`src/bmcr_pkg.sv`:
```
//------------------------------------------------------------------------------
// Purpose: Shared constants and types for the board control register bank
// Assumes: One 10 MHz system clock, 8-bit host register port
// Notes:   Register indices are small word indices on the host register port
//------------------------------------------------------------------------------
package bmcr_pkg;

  //----------------------------------------------------------------------------
  // Register port geometry and indices
  //----------------------------------------------------------------------------
  localparam int         ADDR_W    = 3;
  localparam int         DATA_W    = 8;
  localparam logic [2:0] IDX_XCVR  = 3'h0;  // com_transceiver_mode
  localparam logic [2:0] IDX_AUX   = 3'h1;  // aux_gpio_irq_config
  localparam logic [2:0] IDX_FAN   = 3'h2;  // fan_control
  localparam logic [2:0] IDX_TACHL = 3'h3;  // fan_tach_count_low
  localparam logic [2:0] IDX_TACHH = 3'h4;  // fan_tach_count_high
  localparam logic [2:0] IDX_TICR  = 3'h5;  // thermal_irq_control
  localparam logic [2:0] IDX_TSTAT = 3'h6;  // thermal_irq_status

  //----------------------------------------------------------------------------
  // Field positions
  //----------------------------------------------------------------------------
  localparam int PORT_A_BIT   = 0;
  localparam int PORT_B_BIT   = 1;
  localparam int IRQ_EN_BIT   = 7;
  localparam int IRQ_SEL_LSB  = 4;
  localparam int FAN_OFF_BIT  = 0;
  localparam int BATT_IN_BIT  = 7;
  localparam int SRC_W        = 4;

  //----------------------------------------------------------------------------
  // Reset values
  //----------------------------------------------------------------------------
  localparam logic [1:0] XCVR_RST   = 2'h0;
  localparam logic       FAN_RST    = 1'b0;
  localparam logic [3:0] MASK_RST   = 4'h0;
  localparam logic [3:0] PEND_RST   = 4'h0;
  localparam logic [7:0] BYTE_RST   = 8'h00;
  localparam logic [15:0] IRQ_RST   = 16'h0000;

  //----------------------------------------------------------------------------
  // Tachometer timing
  //----------------------------------------------------------------------------
  localparam longint TACH_WINDOW_NS  = 1000000000;  // One second window
  localparam longint CLK_PERIOD_NS   = 100;
  localparam int     TACH_WINDOW_CYC = int'(TACH_WINDOW_NS / CLK_PERIOD_NS);
  localparam int     TACH_W          = 10;
  localparam logic [9:0] TACH_MAX    = 10'h3ff;

  //----------------------------------------------------------------------------
  // Types
  //----------------------------------------------------------------------------
  typedef struct packed {
    logic       enable;
    logic [2:0] line_sel;
  } bmcr_irq_cfg_t;

  typedef struct packed {
    logic              rd;
    logic              wr;
    logic [ADDR_W-1:0] addr;
    logic [DATA_W-1:0] wdata;
  } bmcr_host_req_t;

  // Bit order matches mask and pending bits 3..0
  typedef struct packed {
    logic battery_low;
    logic dimm_event;
    logic sensor_thermal;
    logic sensor_alert;
  } bmcr_src_t;

  // Line selector code to interrupt number on the serialized line
  function automatic logic [3:0] bmcr_irq_number(input logic [2:0] sel);
    logic [3:0] num;
    num = 4'h3;
    unique case (sel)
      3'h0: num = 4'h3;
      3'h1: num = 4'h4;
      3'h2: num = 4'h5;
      3'h3: num = 4'ha;
      3'h4: num = 4'h6;
      3'h5: num = 4'h7;
      3'h6: num = 4'h9;
      3'h7: num = 4'hb;
    endcase
    return num;
  endfunction : bmcr_irq_number

endpackage : bmcr_pkg

```
`src/bmcr_fan_tach.sv`:
```
//------------------------------------------------------------------------------
// Purpose: Fan tachometer pulse counter over fixed windows
// Assumes: pulse_in already synchronised to clock_in
// Notes:   Result is published once per window and saturates
//------------------------------------------------------------------------------
module bmcr_fan_tach #(
  parameter int WINDOW_CYCLES = bmcr_pkg::TACH_WINDOW_CYC,
  parameter int COUNT_W       = bmcr_pkg::TACH_W
) (
  input  wire logic               clock_in,
  input  wire logic               reset_in,
  input  wire logic               pulse_in,
  output logic [COUNT_W-1:0]      count_out
);
  import bmcr_pkg::*;

  localparam int TMR_W = $clog2(WINDOW_CYCLES);
  localparam logic [TMR_W-1:0] TMR_LAST = TMR_W'(WINDOW_CYCLES - 1);
  localparam logic [COUNT_W-1:0] CNT_MAX = {COUNT_W{1'b1}};

  // Refuse windows too short to count in
  if (WINDOW_CYCLES < 2 || COUNT_W < 1) begin : g_bad_param
    $error("bmcr_fan_tach: window or width out of range");
  end

  logic               prev_reg,  prev_next;
  logic [TMR_W-1:0]   tmr_reg,   tmr_next;
  logic [COUNT_W-1:0] acc_reg,   acc_next;
  logic [COUNT_W-1:0] count_reg, count_next;

  // Window timer, edge counter and publish
  always_comb begin
    prev_next  = pulse_in;
    tmr_next   = tmr_reg + TMR_W'(1);
    acc_next   = acc_reg;
    count_next = count_reg;
    if (pulse_in && !prev_reg && acc_reg != CNT_MAX) begin
      acc_next = acc_reg + COUNT_W'(1);
    end
    if (tmr_reg == TMR_LAST) begin
      tmr_next   = '0;
      count_next = acc_next;
      acc_next   = '0;
    end
  end

  // State registers
  always_ff @(posedge clock_in or posedge reset_in) begin
    if (reset_in) begin
      prev_reg  <= 1'b0;
      tmr_reg   <= '0;
      acc_reg   <= '0;
      count_reg <= '0;
    end else begin
      prev_reg  <= prev_next;
      tmr_reg   <= tmr_next;
      acc_reg   <= acc_next;
      count_reg <= count_next;
    end
  end

  assign count_out = count_reg;

endmodule : bmcr_fan_tach

```
`src/bmcr_regs.sv`:
```
//------------------------------------------------------------------------------
// Purpose: Board control register bank: transceiver mode, fan, tach, interrupts
// Assumes: Host register port decoded upstream into one-cycle rd/wr strobes
// Notes:   Pin inputs except aux_gpio_irq_in pass two flip-flops before use
//          Status flags keep source edges that land during a clear
//------------------------------------------------------------------------------
module bmcr_regs #(
  parameter int TACH_WINDOW_CYCLES = bmcr_pkg::TACH_WINDOW_CYC
) (
  input  wire logic                     clock_in,
  input  wire logic                     reset_in,
  input  wire bmcr_pkg::bmcr_host_req_t host_req_in,
  input  wire logic                     fan_tach_in,
  input  wire bmcr_pkg::bmcr_src_t      irq_src_in,
  input  wire logic                     sleep_in,
  input  wire logic                     aux_gpio_irq_in,
  output logic [7:0]                    rdata_out,
  output logic                          rdata_valid_out,
  output logic                          port_a_line_mode_out,
  output logic                          port_b_line_mode_out,
  output logic                          fan_on_out,
  output logic [15:0]                   irq_request_out
);
  import bmcr_pkg::*;

  //----------------------------------------------------------------------------
  // Pin synchronisers
  //----------------------------------------------------------------------------
  // Pin order: sleep, tach, then the four interrupt sources
  localparam int PIN_N = 6;

  logic [PIN_N-1:0] pins_raw;
  logic [PIN_N-1:0] sync1_reg;
  logic [PIN_N-1:0] sync2_reg;
  logic [PIN_N-1:0] sync1_next;
  logic [PIN_N-1:0] sync2_next;

  assign pins_raw = {sleep_in, fan_tach_in, irq_src_in};

  // Two flip-flops per pin
  for (genvar i = 0; i < PIN_N; i++) begin : g_sync
    always_comb begin
      sync1_next[i] = pins_raw[i];
      sync2_next[i] = sync1_reg[i];
    end
    always_ff @(posedge clock_in or posedge reset_in) begin
      if (reset_in) begin
        sync1_reg[i] <= 1'b0;
        sync2_reg[i] <= 1'b0;
      end else begin
        sync1_reg[i] <= sync1_next[i];
        sync2_reg[i] <= sync2_next[i];
      end
    end
  end

  logic [SRC_W-1:0] src_sync;
  logic             tach_sync;
  logic             sleep_sync;

  // Named views of the synchronised pins
  assign src_sync   = sync2_reg[SRC_W-1:0];
  assign tach_sync  = sync2_reg[SRC_W];
  assign sleep_sync = sync2_reg[SRC_W+1];

  //----------------------------------------------------------------------------
  // Elaboration checks
  //----------------------------------------------------------------------------
  // A window under two cycles leaves no time to count in
  if (TACH_WINDOW_CYCLES < 2) begin : g_bad_window
    $error("bmcr_regs: tach window too short");
  end
  // Pin vector must hold the sources plus tach and sleep
  if (PIN_N != SRC_W + 2) begin : g_bad_pins
    $error("bmcr_regs: pin vector width mismatch");
  end
  // The tach reading must fit the two readable bytes
  if (TACH_W > 16) begin : g_bad_tach
    $error("bmcr_regs: tach count wider than sixteen bits");
  end

  //----------------------------------------------------------------------------
  // Tachometer counter
  //----------------------------------------------------------------------------
  logic [TACH_W-1:0] tach_count;

  // Counter sees only the synchronised tach pin
  bmcr_fan_tach #(
    .WINDOW_CYCLES (TACH_WINDOW_CYCLES),
    .COUNT_W       (TACH_W)
  ) u_tach (
    .clock_in  (clock_in),
    .reset_in  (reset_in),
    .pulse_in  (tach_sync),
    .count_out (tach_count)
  );

  //----------------------------------------------------------------------------
  // Register state
  //----------------------------------------------------------------------------
  // Control state, pending flags and read path
  logic [1:0]       xcvr_reg,    xcvr_next;
  bmcr_irq_cfg_t    aux_cfg_reg, aux_cfg_next;
  logic             fan_off_reg, fan_off_next;
  bmcr_irq_cfg_t    tcfg_reg,    tcfg_next;
  logic [SRC_W-1:0] mask_reg,    mask_next;
  logic [SRC_W-1:0] pend_reg,    pend_next;
  logic [SRC_W-1:0] src_prev_reg, src_prev_next;
  logic [7:0]       hold_reg,    hold_next;
  logic [7:0]       rdata_reg,   rdata_next;
  logic             rvalid_reg,  rvalid_next;

  logic             wr_hit;
  logic             rd_hit;
  logic [SRC_W-1:0] src_rise;
  logic [15:0]      tach_word;

  // Strobes, source edges and the widened tach word
  assign wr_hit    = host_req_in.wr;
  assign rd_hit    = host_req_in.rd;
  assign src_rise  = src_sync & ~src_prev_reg;
  assign tach_word = {{(16 - TACH_W){1'b0}}, tach_count};

  //----------------------------------------------------------------------------
  // Control registers
  //----------------------------------------------------------------------------
  // Host writes to the control fields
  always_comb begin
    xcvr_next    = xcvr_reg;
    aux_cfg_next = aux_cfg_reg;
    fan_off_next = fan_off_reg;
    tcfg_next    = tcfg_reg;
    mask_next    = mask_reg;
    // Reserved bits are never stored, so they always read back as zero
    if (wr_hit) begin
      unique case (host_req_in.addr)
        IDX_XCVR: begin
          xcvr_next = host_req_in.wdata[PORT_B_BIT:PORT_A_BIT];
        end
        IDX_AUX: begin
          aux_cfg_next.enable   = host_req_in.wdata[IRQ_EN_BIT];
          aux_cfg_next.line_sel = host_req_in.wdata[IRQ_SEL_LSB +: 3];
        end
        IDX_FAN: begin
          fan_off_next = host_req_in.wdata[FAN_OFF_BIT];
        end
        IDX_TICR: begin
          tcfg_next.enable   = host_req_in.wdata[IRQ_EN_BIT];
          tcfg_next.line_sel = host_req_in.wdata[IRQ_SEL_LSB +: 3];
          mask_next          = host_req_in.wdata[SRC_W-1:0];
        end
        default: begin
          mask_next = mask_reg;  // Status, tach and unmapped writes
        end
      endcase
    end
  end

  // Control flip-flops, back to zero on platform reset
  always_ff @(posedge clock_in or posedge reset_in) begin
    if (reset_in) begin
      xcvr_reg    <= XCVR_RST;
      aux_cfg_reg <= '0;
      fan_off_reg <= FAN_RST;
      tcfg_reg    <= '0;
      mask_reg    <= MASK_RST;
    end else begin
      xcvr_reg    <= xcvr_next;
      aux_cfg_reg <= aux_cfg_next;
      fan_off_reg <= fan_off_next;
      tcfg_reg    <= tcfg_next;
      mask_reg    <= mask_next;
    end
  end

  //----------------------------------------------------------------------------
  // Interrupt pending flags
  //----------------------------------------------------------------------------
  // Write-one clear, then set by fresh source edges
  always_comb begin
    src_prev_next = src_sync;
    pend_next     = pend_reg;
    if (wr_hit && host_req_in.addr == IDX_TSTAT) begin
      pend_next = pend_reg & ~host_req_in.wdata[SRC_W-1:0];
    end
    // A set in the clearing cycle wins, so no edge is lost
    pend_next = pend_next | src_rise;
  end

  // Pending flag flip-flops
  always_ff @(posedge clock_in or posedge reset_in) begin
    if (reset_in) begin
      pend_reg     <= PEND_RST;
      src_prev_reg <= PEND_RST;
    end else begin
      pend_reg     <= pend_next;
      src_prev_reg <= src_prev_next;
    end
  end

  //----------------------------------------------------------------------------
  // Read data and tach holding byte
  //----------------------------------------------------------------------------
  // Answer one cycle after the read strobe
  always_comb begin
    hold_next   = hold_reg;
    rdata_next  = rdata_reg;
    rvalid_next = rd_hit;
    if (rd_hit) begin
      unique case (host_req_in.addr)
        IDX_XCVR:  rdata_next = {6'h00, xcvr_reg};
        IDX_AUX:   rdata_next = {aux_cfg_reg, 4'h0};
        IDX_FAN:   rdata_next = {7'h00, fan_off_reg};
        IDX_TACHL: begin
          rdata_next = tach_word[7:0];
          hold_next  = tach_word[15:8];
        end
        IDX_TACHH: rdata_next = hold_reg;
        IDX_TICR:  rdata_next = {tcfg_reg, mask_reg};
        IDX_TSTAT: rdata_next = {src_sync[SRC_W-1], 3'h0, pend_reg};
        default:   rdata_next = BYTE_RST;
      endcase
    end
  end

  // Read path flip-flops
  always_ff @(posedge clock_in or posedge reset_in) begin
    if (reset_in) begin
      hold_reg   <= BYTE_RST;
      rdata_reg  <= BYTE_RST;
      rvalid_reg <= 1'b0;
    end else begin
      hold_reg   <= hold_next;
      rdata_reg  <= rdata_next;
      rvalid_reg <= rvalid_next;
    end
  end

  //----------------------------------------------------------------------------
  // Outputs: line modes, fan drive, interrupt requests
  //----------------------------------------------------------------------------
  logic [1:0]  mode_out_reg, mode_out_next;
  logic        fan_reg,      fan_next;
  logic [15:0] irq_reg,      irq_next;

  // One-hot request for a group that is enabled and has work pending
  function automatic logic [15:0] irq_vector(input bmcr_irq_cfg_t cfg, input logic active);
    logic [15:0] vec;
    vec = IRQ_RST;
    if (cfg.enable && active) begin
      vec[bmcr_irq_number(cfg.line_sel)] = 1'b1;
    end
    return vec;
  endfunction : irq_vector

  // Output values derived from control state
  always_comb begin
    mode_out_next = xcvr_reg;
    // Sleep overrides the register so the fan never runs asleep
    fan_next      = !fan_off_reg && !sleep_sync;
    irq_next      = irq_vector(tcfg_reg, |(pend_reg & mask_reg));
    irq_next      = irq_next | irq_vector(aux_cfg_reg, aux_gpio_irq_in);
  end

  // Output flip-flops
  always_ff @(posedge clock_in or posedge reset_in) begin
    if (reset_in) begin
      mode_out_reg <= XCVR_RST;
      fan_reg      <= 1'b0;
      irq_reg      <= IRQ_RST;
    end else begin
      mode_out_reg <= mode_out_next;
      fan_reg      <= fan_next;
      irq_reg      <= irq_next;
    end
  end

  // Ports come straight from their flip-flops
  assign port_a_line_mode_out = mode_out_reg[PORT_A_BIT];
  assign port_b_line_mode_out = mode_out_reg[PORT_B_BIT];
  assign fan_on_out           = fan_reg;
  assign irq_request_out      = irq_reg;
  assign rdata_out            = rdata_reg;
  assign rdata_valid_out      = rvalid_reg;

endmodule : bmcr_regs

```
`config.mk`:
```
export PLATFORM = sky130hd
export DESIGN_NAME = bmcr_regs
export DESIGN_NICKNAME = d
export VERILOG_FILES = /design/src/bmcr_pkg.sv /design/src/bmcr_fan_tach.sv /design/src/bmcr_regs.sv
export SDC_FILE = /design/constraint.sdc
export NUM_CORES = 1
export LEC_CHECK = 0
export BUFFER_PORTS_ARGS = -buffer_cell sky130_fd_sc_hd__buf_2
export CAP_MARGIN = 15
export CORE_UTILIZATION = 63
export DETAILED_ROUTE_END_ITERATION = 16
export PLACE_DENSITY = 0.83
export REMOVE_ABC_BUFFERS = 1
export SLEW_MARGIN = 5
export SYNTH_ARGS = -nofsm -noshare
export SYNTH_HDL_FRONTEND = slang
export SYNTH_SLANG_ARGS = --single-unit
```
`constraint.sdc`:
```
create_clock -name clock_in -period 5.7 [get_ports clock_in]
set_input_delay 0.855 -clock clock_in [delete_from_list [all_inputs] [get_ports clock_in]]
set_output_delay 0.855 -clock clock_in [all_outputs]
set_load 0.01 [all_outputs]
```
Word level (Yosys, flattened, before mapping) --
Memory sizes are Yosys's and may differ from the RTL's. Cells that the tools add are included.
Operators by class: add/subtract/negate cells 2, $mul 0, div/mod/pow operators 0, $lt $le $gt $ge 4, equal/unequal tests 8, shift operators 0, multiplexer cells 13, bitwise logic cells 7, reduce and logical (&&, ||, !) cells 18
Operator list (count):
- $pmux 8 s7 | 1
- $mux 16 | 2
- $add 24x1->24 const B | 1
- $eq 24x24->1 const B | 1
- $mux 24 | 1
- $mux 10 | 2
- $or 16x16->16 | 1
- $and 4x4->4 | 3
- $mux 4 | 3
- $add 10x1->10 const B | 1
- $lt 4x5->1 const B | 2
- $ne 10x10->1 const B | 1
- $reduce_and 2->1 | 5
- $eq 3x3->1 const B | 3
- $demux 1 s4 | 2
- $ge 4x1->1 const B | 2
- $logic_and 1x1->1 | 8
- $not 4->4 | 2
- $eq 3x2->1 const B | 2
- $or 4x4->4 | 1
- $reduce_or 4->1 | 1
- $eq 3x1->1 const B | 1
- $logic_not 1->1 | 3
- $logic_not 3->1 | 1
- $mux 1 | 2
Storage, ports and cells: flip-flop bits (word level) 110, latch bits 0, memory bits (writable) 0, ROM bits 64, bits of input ports 22, output and inout port bits 28, logic and storage cells 85, memories 2
Memories:
- (name not given) | depth 8, width 4, read ports 1, clocked after memory_dff 0, write ports 0, RTL line bmcr_pkg.sv:78 | unique case (sel)
- (name not given) | depth 8, width 4, read ports 1, clocked after memory_dff 0, write ports 0, RTL line bmcr_pkg.sv:78

Depth between registers and ports, before layout --
depth after elaboration 10, mapped depth 6

Modules after synthesis --
Synthesis repeated with hierarchy kept, for this count alone.
Second synthesis, totals: cells, all modules 427, area total of the unflattened synthesis 4894.7 µm²
Modules (own cells, without submodules):
- bmcr_regs | times used 1, cells each 228, area an instance 2850.2 µm², sequential area each 1626.6 µm²
- bmcr_fan_tach | times used 1, cells each 199, area an instance 2044.5 µm², sequential area each 1126.1 µm²

Least setup slack after synthesis --
No wires, ideal clock.
path kind input to register, start point input host_req_in[8] (netlist name), end point register aux_cfg_reg[2] (netlist name), library setup time 125 ps, arrival 1946 ps, required time 5575 ps, slack 3629 ps, stages 3, buffers on the path 0, cell sequence inv_1 > nor4b_1 > mux2_2
Between the ends: word-level cells in the longest chain between the ends 2
Ends and longest elaborated chain:
- start: declaration | RTL line bmcr_regs.sv:12 | input wire bmcr_pkg::bmcr_host_req_t host_req_in,
- $eq 3x1->1 | RTL line bmcr_regs.sv:136 | unique case (host_req_in.addr)
- $reduce_and 2->1 (no source line)
- end signal: assignment | RTL line bmcr_regs.sv:169 | aux_cfg_reg <= aux_cfg_next;
- end: declaration | RTL line bmcr_regs.sv:103 | bmcr_irq_cfg_t aux_cfg_reg, aux_cfg_next;
Every way passes these cells. A chain may end at the register's enable or synchronous reset.

Final worst setup path --
start point input host_req_in[8] (netlist name), end point register aux_cfg_reg[3] (netlist name)
The elaborated chain is that of the path after synthesis.

==> results by stage <==
STA:
- Headroom to the max-slew limit came out at between 20 and 30%.
- The maximum clock frequency is 443 MHz.
- In the final timing run, aggregate negative setup slack is 0 ps.
- The number of endpoints with negative hold slack in the final report was 0.
- The clock arrives with between 15 and 20 ps of skew.
- The clock period could shrink to around 2300 ps.
- The worst path uses a little under 40% of the clock period.
- The measured slew at the worst slew-check pin is 1100 ps.
- The max-slew violation count came to 0.
- Setup repair after global routing left no endpoint under its margin.
- Setup violations remaining at the end of the flow were counted as 0.

CTS:
- TritonCTS built the clock tree.
- The clock insertion delay at the later pin of the skew report is around 370 ps.
- After clock tree synthesis, the clock-pin slew on the worst setup and hold paths is 110 ps.
- The clock net in this run drives a total of 110 sinks.
- After clock tree synthesis, the flow added hold-fix buffers numbering 0.
- The number of clock buffers added by TritonCTS is 9.
- CTS placed an instance of sky130_fd_sc_hd__clkbuf_8 at the clock tree root.
- The H-tree level count is 3.
- In this run the deepest clock path goes through 2 buffers.
- The post-CTS setup buffer count is 0.
- The number of cells upsized or downsized after cts is 0.

Die:
- The count of boundary I/O pins is 50.
- The floorplan die area is between 8000 and 9000 sq um.
- The floorplan row count is 31.
- Once the floorplan was initialized, standard cells occupied between 60% and 70% of the core.
- Measured along the x axis, the die boundary spans about 90 um.
- The placeable core region is about 7400 sq um.
- The die height is approximately 90 um.

Synthesis:
- The dominant synthesized flop cell is sky130_fd_sc_hd__dfrtp_1.
- The post-synthesis xor/xnor area fraction is under 10%.
- After Yosys synthesis, and, or, nand and nor cells account for between 10% and 20% of the synthesized area.
- The dominant combinational cell family by area after synthesis is simple AND/OR/NAND/NOR gates.
- In this run, distinct cell masters in the synthesized netlist total 60.
- The post-synthesis register bit count is between 100 and 150.
- The post-synth design cell area is just under 5000 sq um.
- The fraction of registers with async set/reset is 100%.
- The average cell area after synthesis is 11.6 sq um.
- The synthesized design contains 0 enable-type register cells.
- The gate count of the mapped netlist is 425.
- The synthesized netlist devotes between 3 and 4% of its cell area to adder and majority cells.
- The post-synthesis mux area share is about 8.6%.
- Summing the areas of all compound-gate instances in the mapped netlist gives approximately 9.3% of the synthesized area.
- The sequential fraction of the synthesis area is between 50% and 60%.
- The Yosys step of the flow raised 0 warnings.

Worst setup path:
- The depth of the worst register-to-register path is 6.
- The arrival time at the worst endpoint is 2530 ps.
- The highest net fanout along the worst path is 11.
- For this design, the slowest cell found on the critical path is sky130_fd_sc_hd__nor4b_1.
- STA classifies the critical path endpoint as a register.
- On the worst path, the slowest cell contributes a delay of roughly 950 ps.
- The critical path goes through buf_2 -> inv_1 -> nor4b_1 -> mux2_2.
- The category of the most critical setup path is input pin to register.
- STA classifies the critical path startpoint as an input pin.
- The worst endpoint required time is ~6000 ps.
- The kind of cell with the highest combined delay along the critical path is simple AND/OR/NAND/NOR gates.
- Together, buffers and inverters on the worst path number 2.
- The number of stages on the worst setup path is 4.

Finish:
- The antenna diode count is 0.
- The final core utilization is between 70% and 80%.
- The area overhead of the layout relative to synthesis is 11.0%.
- In the layout the commonest cells are sky130_fd_sc_hd__dfrtp_1, sky130_fd_sc_hd__buf_2, sky130_fd_sc_hd__nand2_1, sky130_fd_sc_hd__nor2_1, sky130_fd_sc_hd__mux2_2.
- Leaving out fill and tap cells, the most frequent cell in the layout is sky130_fd_sc_hd__dfrtp_1.
- The final net count is slightly above 500.
- The number of flip-flops under the largest register name is 24.
- In the final layout, the share of cells above drive strength 1 is 20.5%.

Flow run:
- Across the run, the number of max-cap violations was 0.

Route:
- The number of vias after detailed routing is 3461.
- The remaining antenna violation count after routing is 0.
- The detailed router finished its first iteration with about 240 violations.
- The pre-antenna-repair detailed-routing pass consisted of 4 iterations.
- For this block, the routed nets add up to 9.39 mm of wire.
- The detailed-route wire length per cell is roughly 16 um.
- After detailed routing, the number of remaining DRC violations is 0.
- The routed via count divided by cell count is 5.96.

Worst hold path:
- The tightest min-delay check is of the register to register type.
- The cell depth of the worst hold path is 0.

Global route:
- The total congestion overflow is 0.
- The first global-routing pass estimated approximately 16 mm of wire.
- The initial antenna violation count was 0.
- The largest net degree at the start of global routing is just under 80.
- Across every metal layer, demand over resource in global routing totals between 20% and 30%.
- The number of global-route vias before repair came to about 3200.

Power:
- Summing internal, switching and leakage power gives 1.70 mW.
- In this run the static leakage power is 2.51 nW.
- The total power divided by cell area is 311 nW/um^2.
- IR analysis of the VDD net gives a maximum drop of 0.234 mV.

Placed design:
- The final weighted congestion in routability-driven placement is ~0.83.
- Port buffering added a little under 50 buffers.
- The estimated wirelength of the detail-placed design is roughly 6.6 mm.

Outcome:
- The run finished with clean final reports.
area by class of cell:
| cell class | count | area (sq um) |
|---|---|---|
| Inverter | 23 | 88.8 |
| Tap cell | 99 | 124 |
| Fill cell | 506 | 1940 |
| Sequential cell | 110 | 2750 |
| Clock inverter | 6 | 72.6 |
| Multi-Input combinational cell | 282 | 2030 |
| Timing Repair Buffer | 51 | 260 |
| Clock buffer | 10 | 138 |
routing by layer:
metal / GRT usage, % / part of all wire [%] / up-vias
met2: 39.4 / 48 / 124
met1: 34.8 / 46 / 1691
li1: - / - / 1629
met5: 0 / 0 / -
met3: 5.05 / 5.1 / 17
met4: 7.66 / 1.6 / 0
worst paths after layout:
kind,start,end,slack [ps]
worst max-delay path,host_req_in[8],aux_cfg_reg[3],3440
worst min-delay path,sync1_reg[4],tach_sync,360
worst max register to register,u_tach.tmr_reg[0],u_tach.count_out[6],3470
worst min register to register,sync1_reg[4],tach_sync,360
max in group asynchronous,reset_in,u_tach.count_out[2],4060
min in group asynchronous,reset_in,irq_request_out[12],670
worst register-to-register path: stages, from the launching register on:
cell and delay (ps):
sky130_fd_sc_hd__dfrtp_1 410, sky130_fd_sc_hd__ha_1 240, sky130_fd_sc_hd__and4_1 310, sky130_fd_sc_hd__nand3_2 160, sky130_fd_sc_hd__nor4_4 260, sky130_fd_sc_hd__buf_4 360
sky130_fd_sc_hd__mux2_2 390
cell usage after synthesis (all sizes together) (8+ instances only):
cell type | instances | share of area [%]
mux2i | 14 | 2.8
nor2 | 25 | 1.9
ha | 12 | 3.0
nand3 | 19 | 2.0
nand4 | 13 | 1.8
nor2b | 10 | 1.3
o22ai | 16 | 2.0
dfrtp | 110 | 56
mux2 | 23 | 5.3
nor3 | 9 | 0.91
nor4 | 8 | 1.6
inv | 23 | 1.8
nand2 | 29 | 2.3
xnor2 | 15 | 2.7
a21oi | 13 | 1.3
metrics by stage:
step                      hold slack, ps  setup slack, ps  cell area, sq um  instances
after floorplan                      331             1940              4870        415
after global placement               332             3160              5260        565
after detailed placement             340             3110              5260        565
after CTS                            367             3460              5470        581
after global routing                 369             3270              5470        581
final                                363             3440              5470        581
power breakdown:
group          switching, mW  internal [mW]  total (mW)
clock                  0.282          0.188       0.470
combinational          0.171          0.133       0.304
sequential            0.0742          0.855       0.930
total                  0.527           1.18        1.70
cells by family (layout without fill, tap and decap cells):
logic type,Yosys count,count (layout)
AND/OR/NAND/NOR,142,142
flip-flops,110,110
AO/OA/AOI/OAI,68,68
multiplexers,38,38
buffers and inverters,35,90
XOR/XNOR,19,19
adder cells (fa/ha/maj),12,12
other,1,3
(Power assumes the default switching activity.)
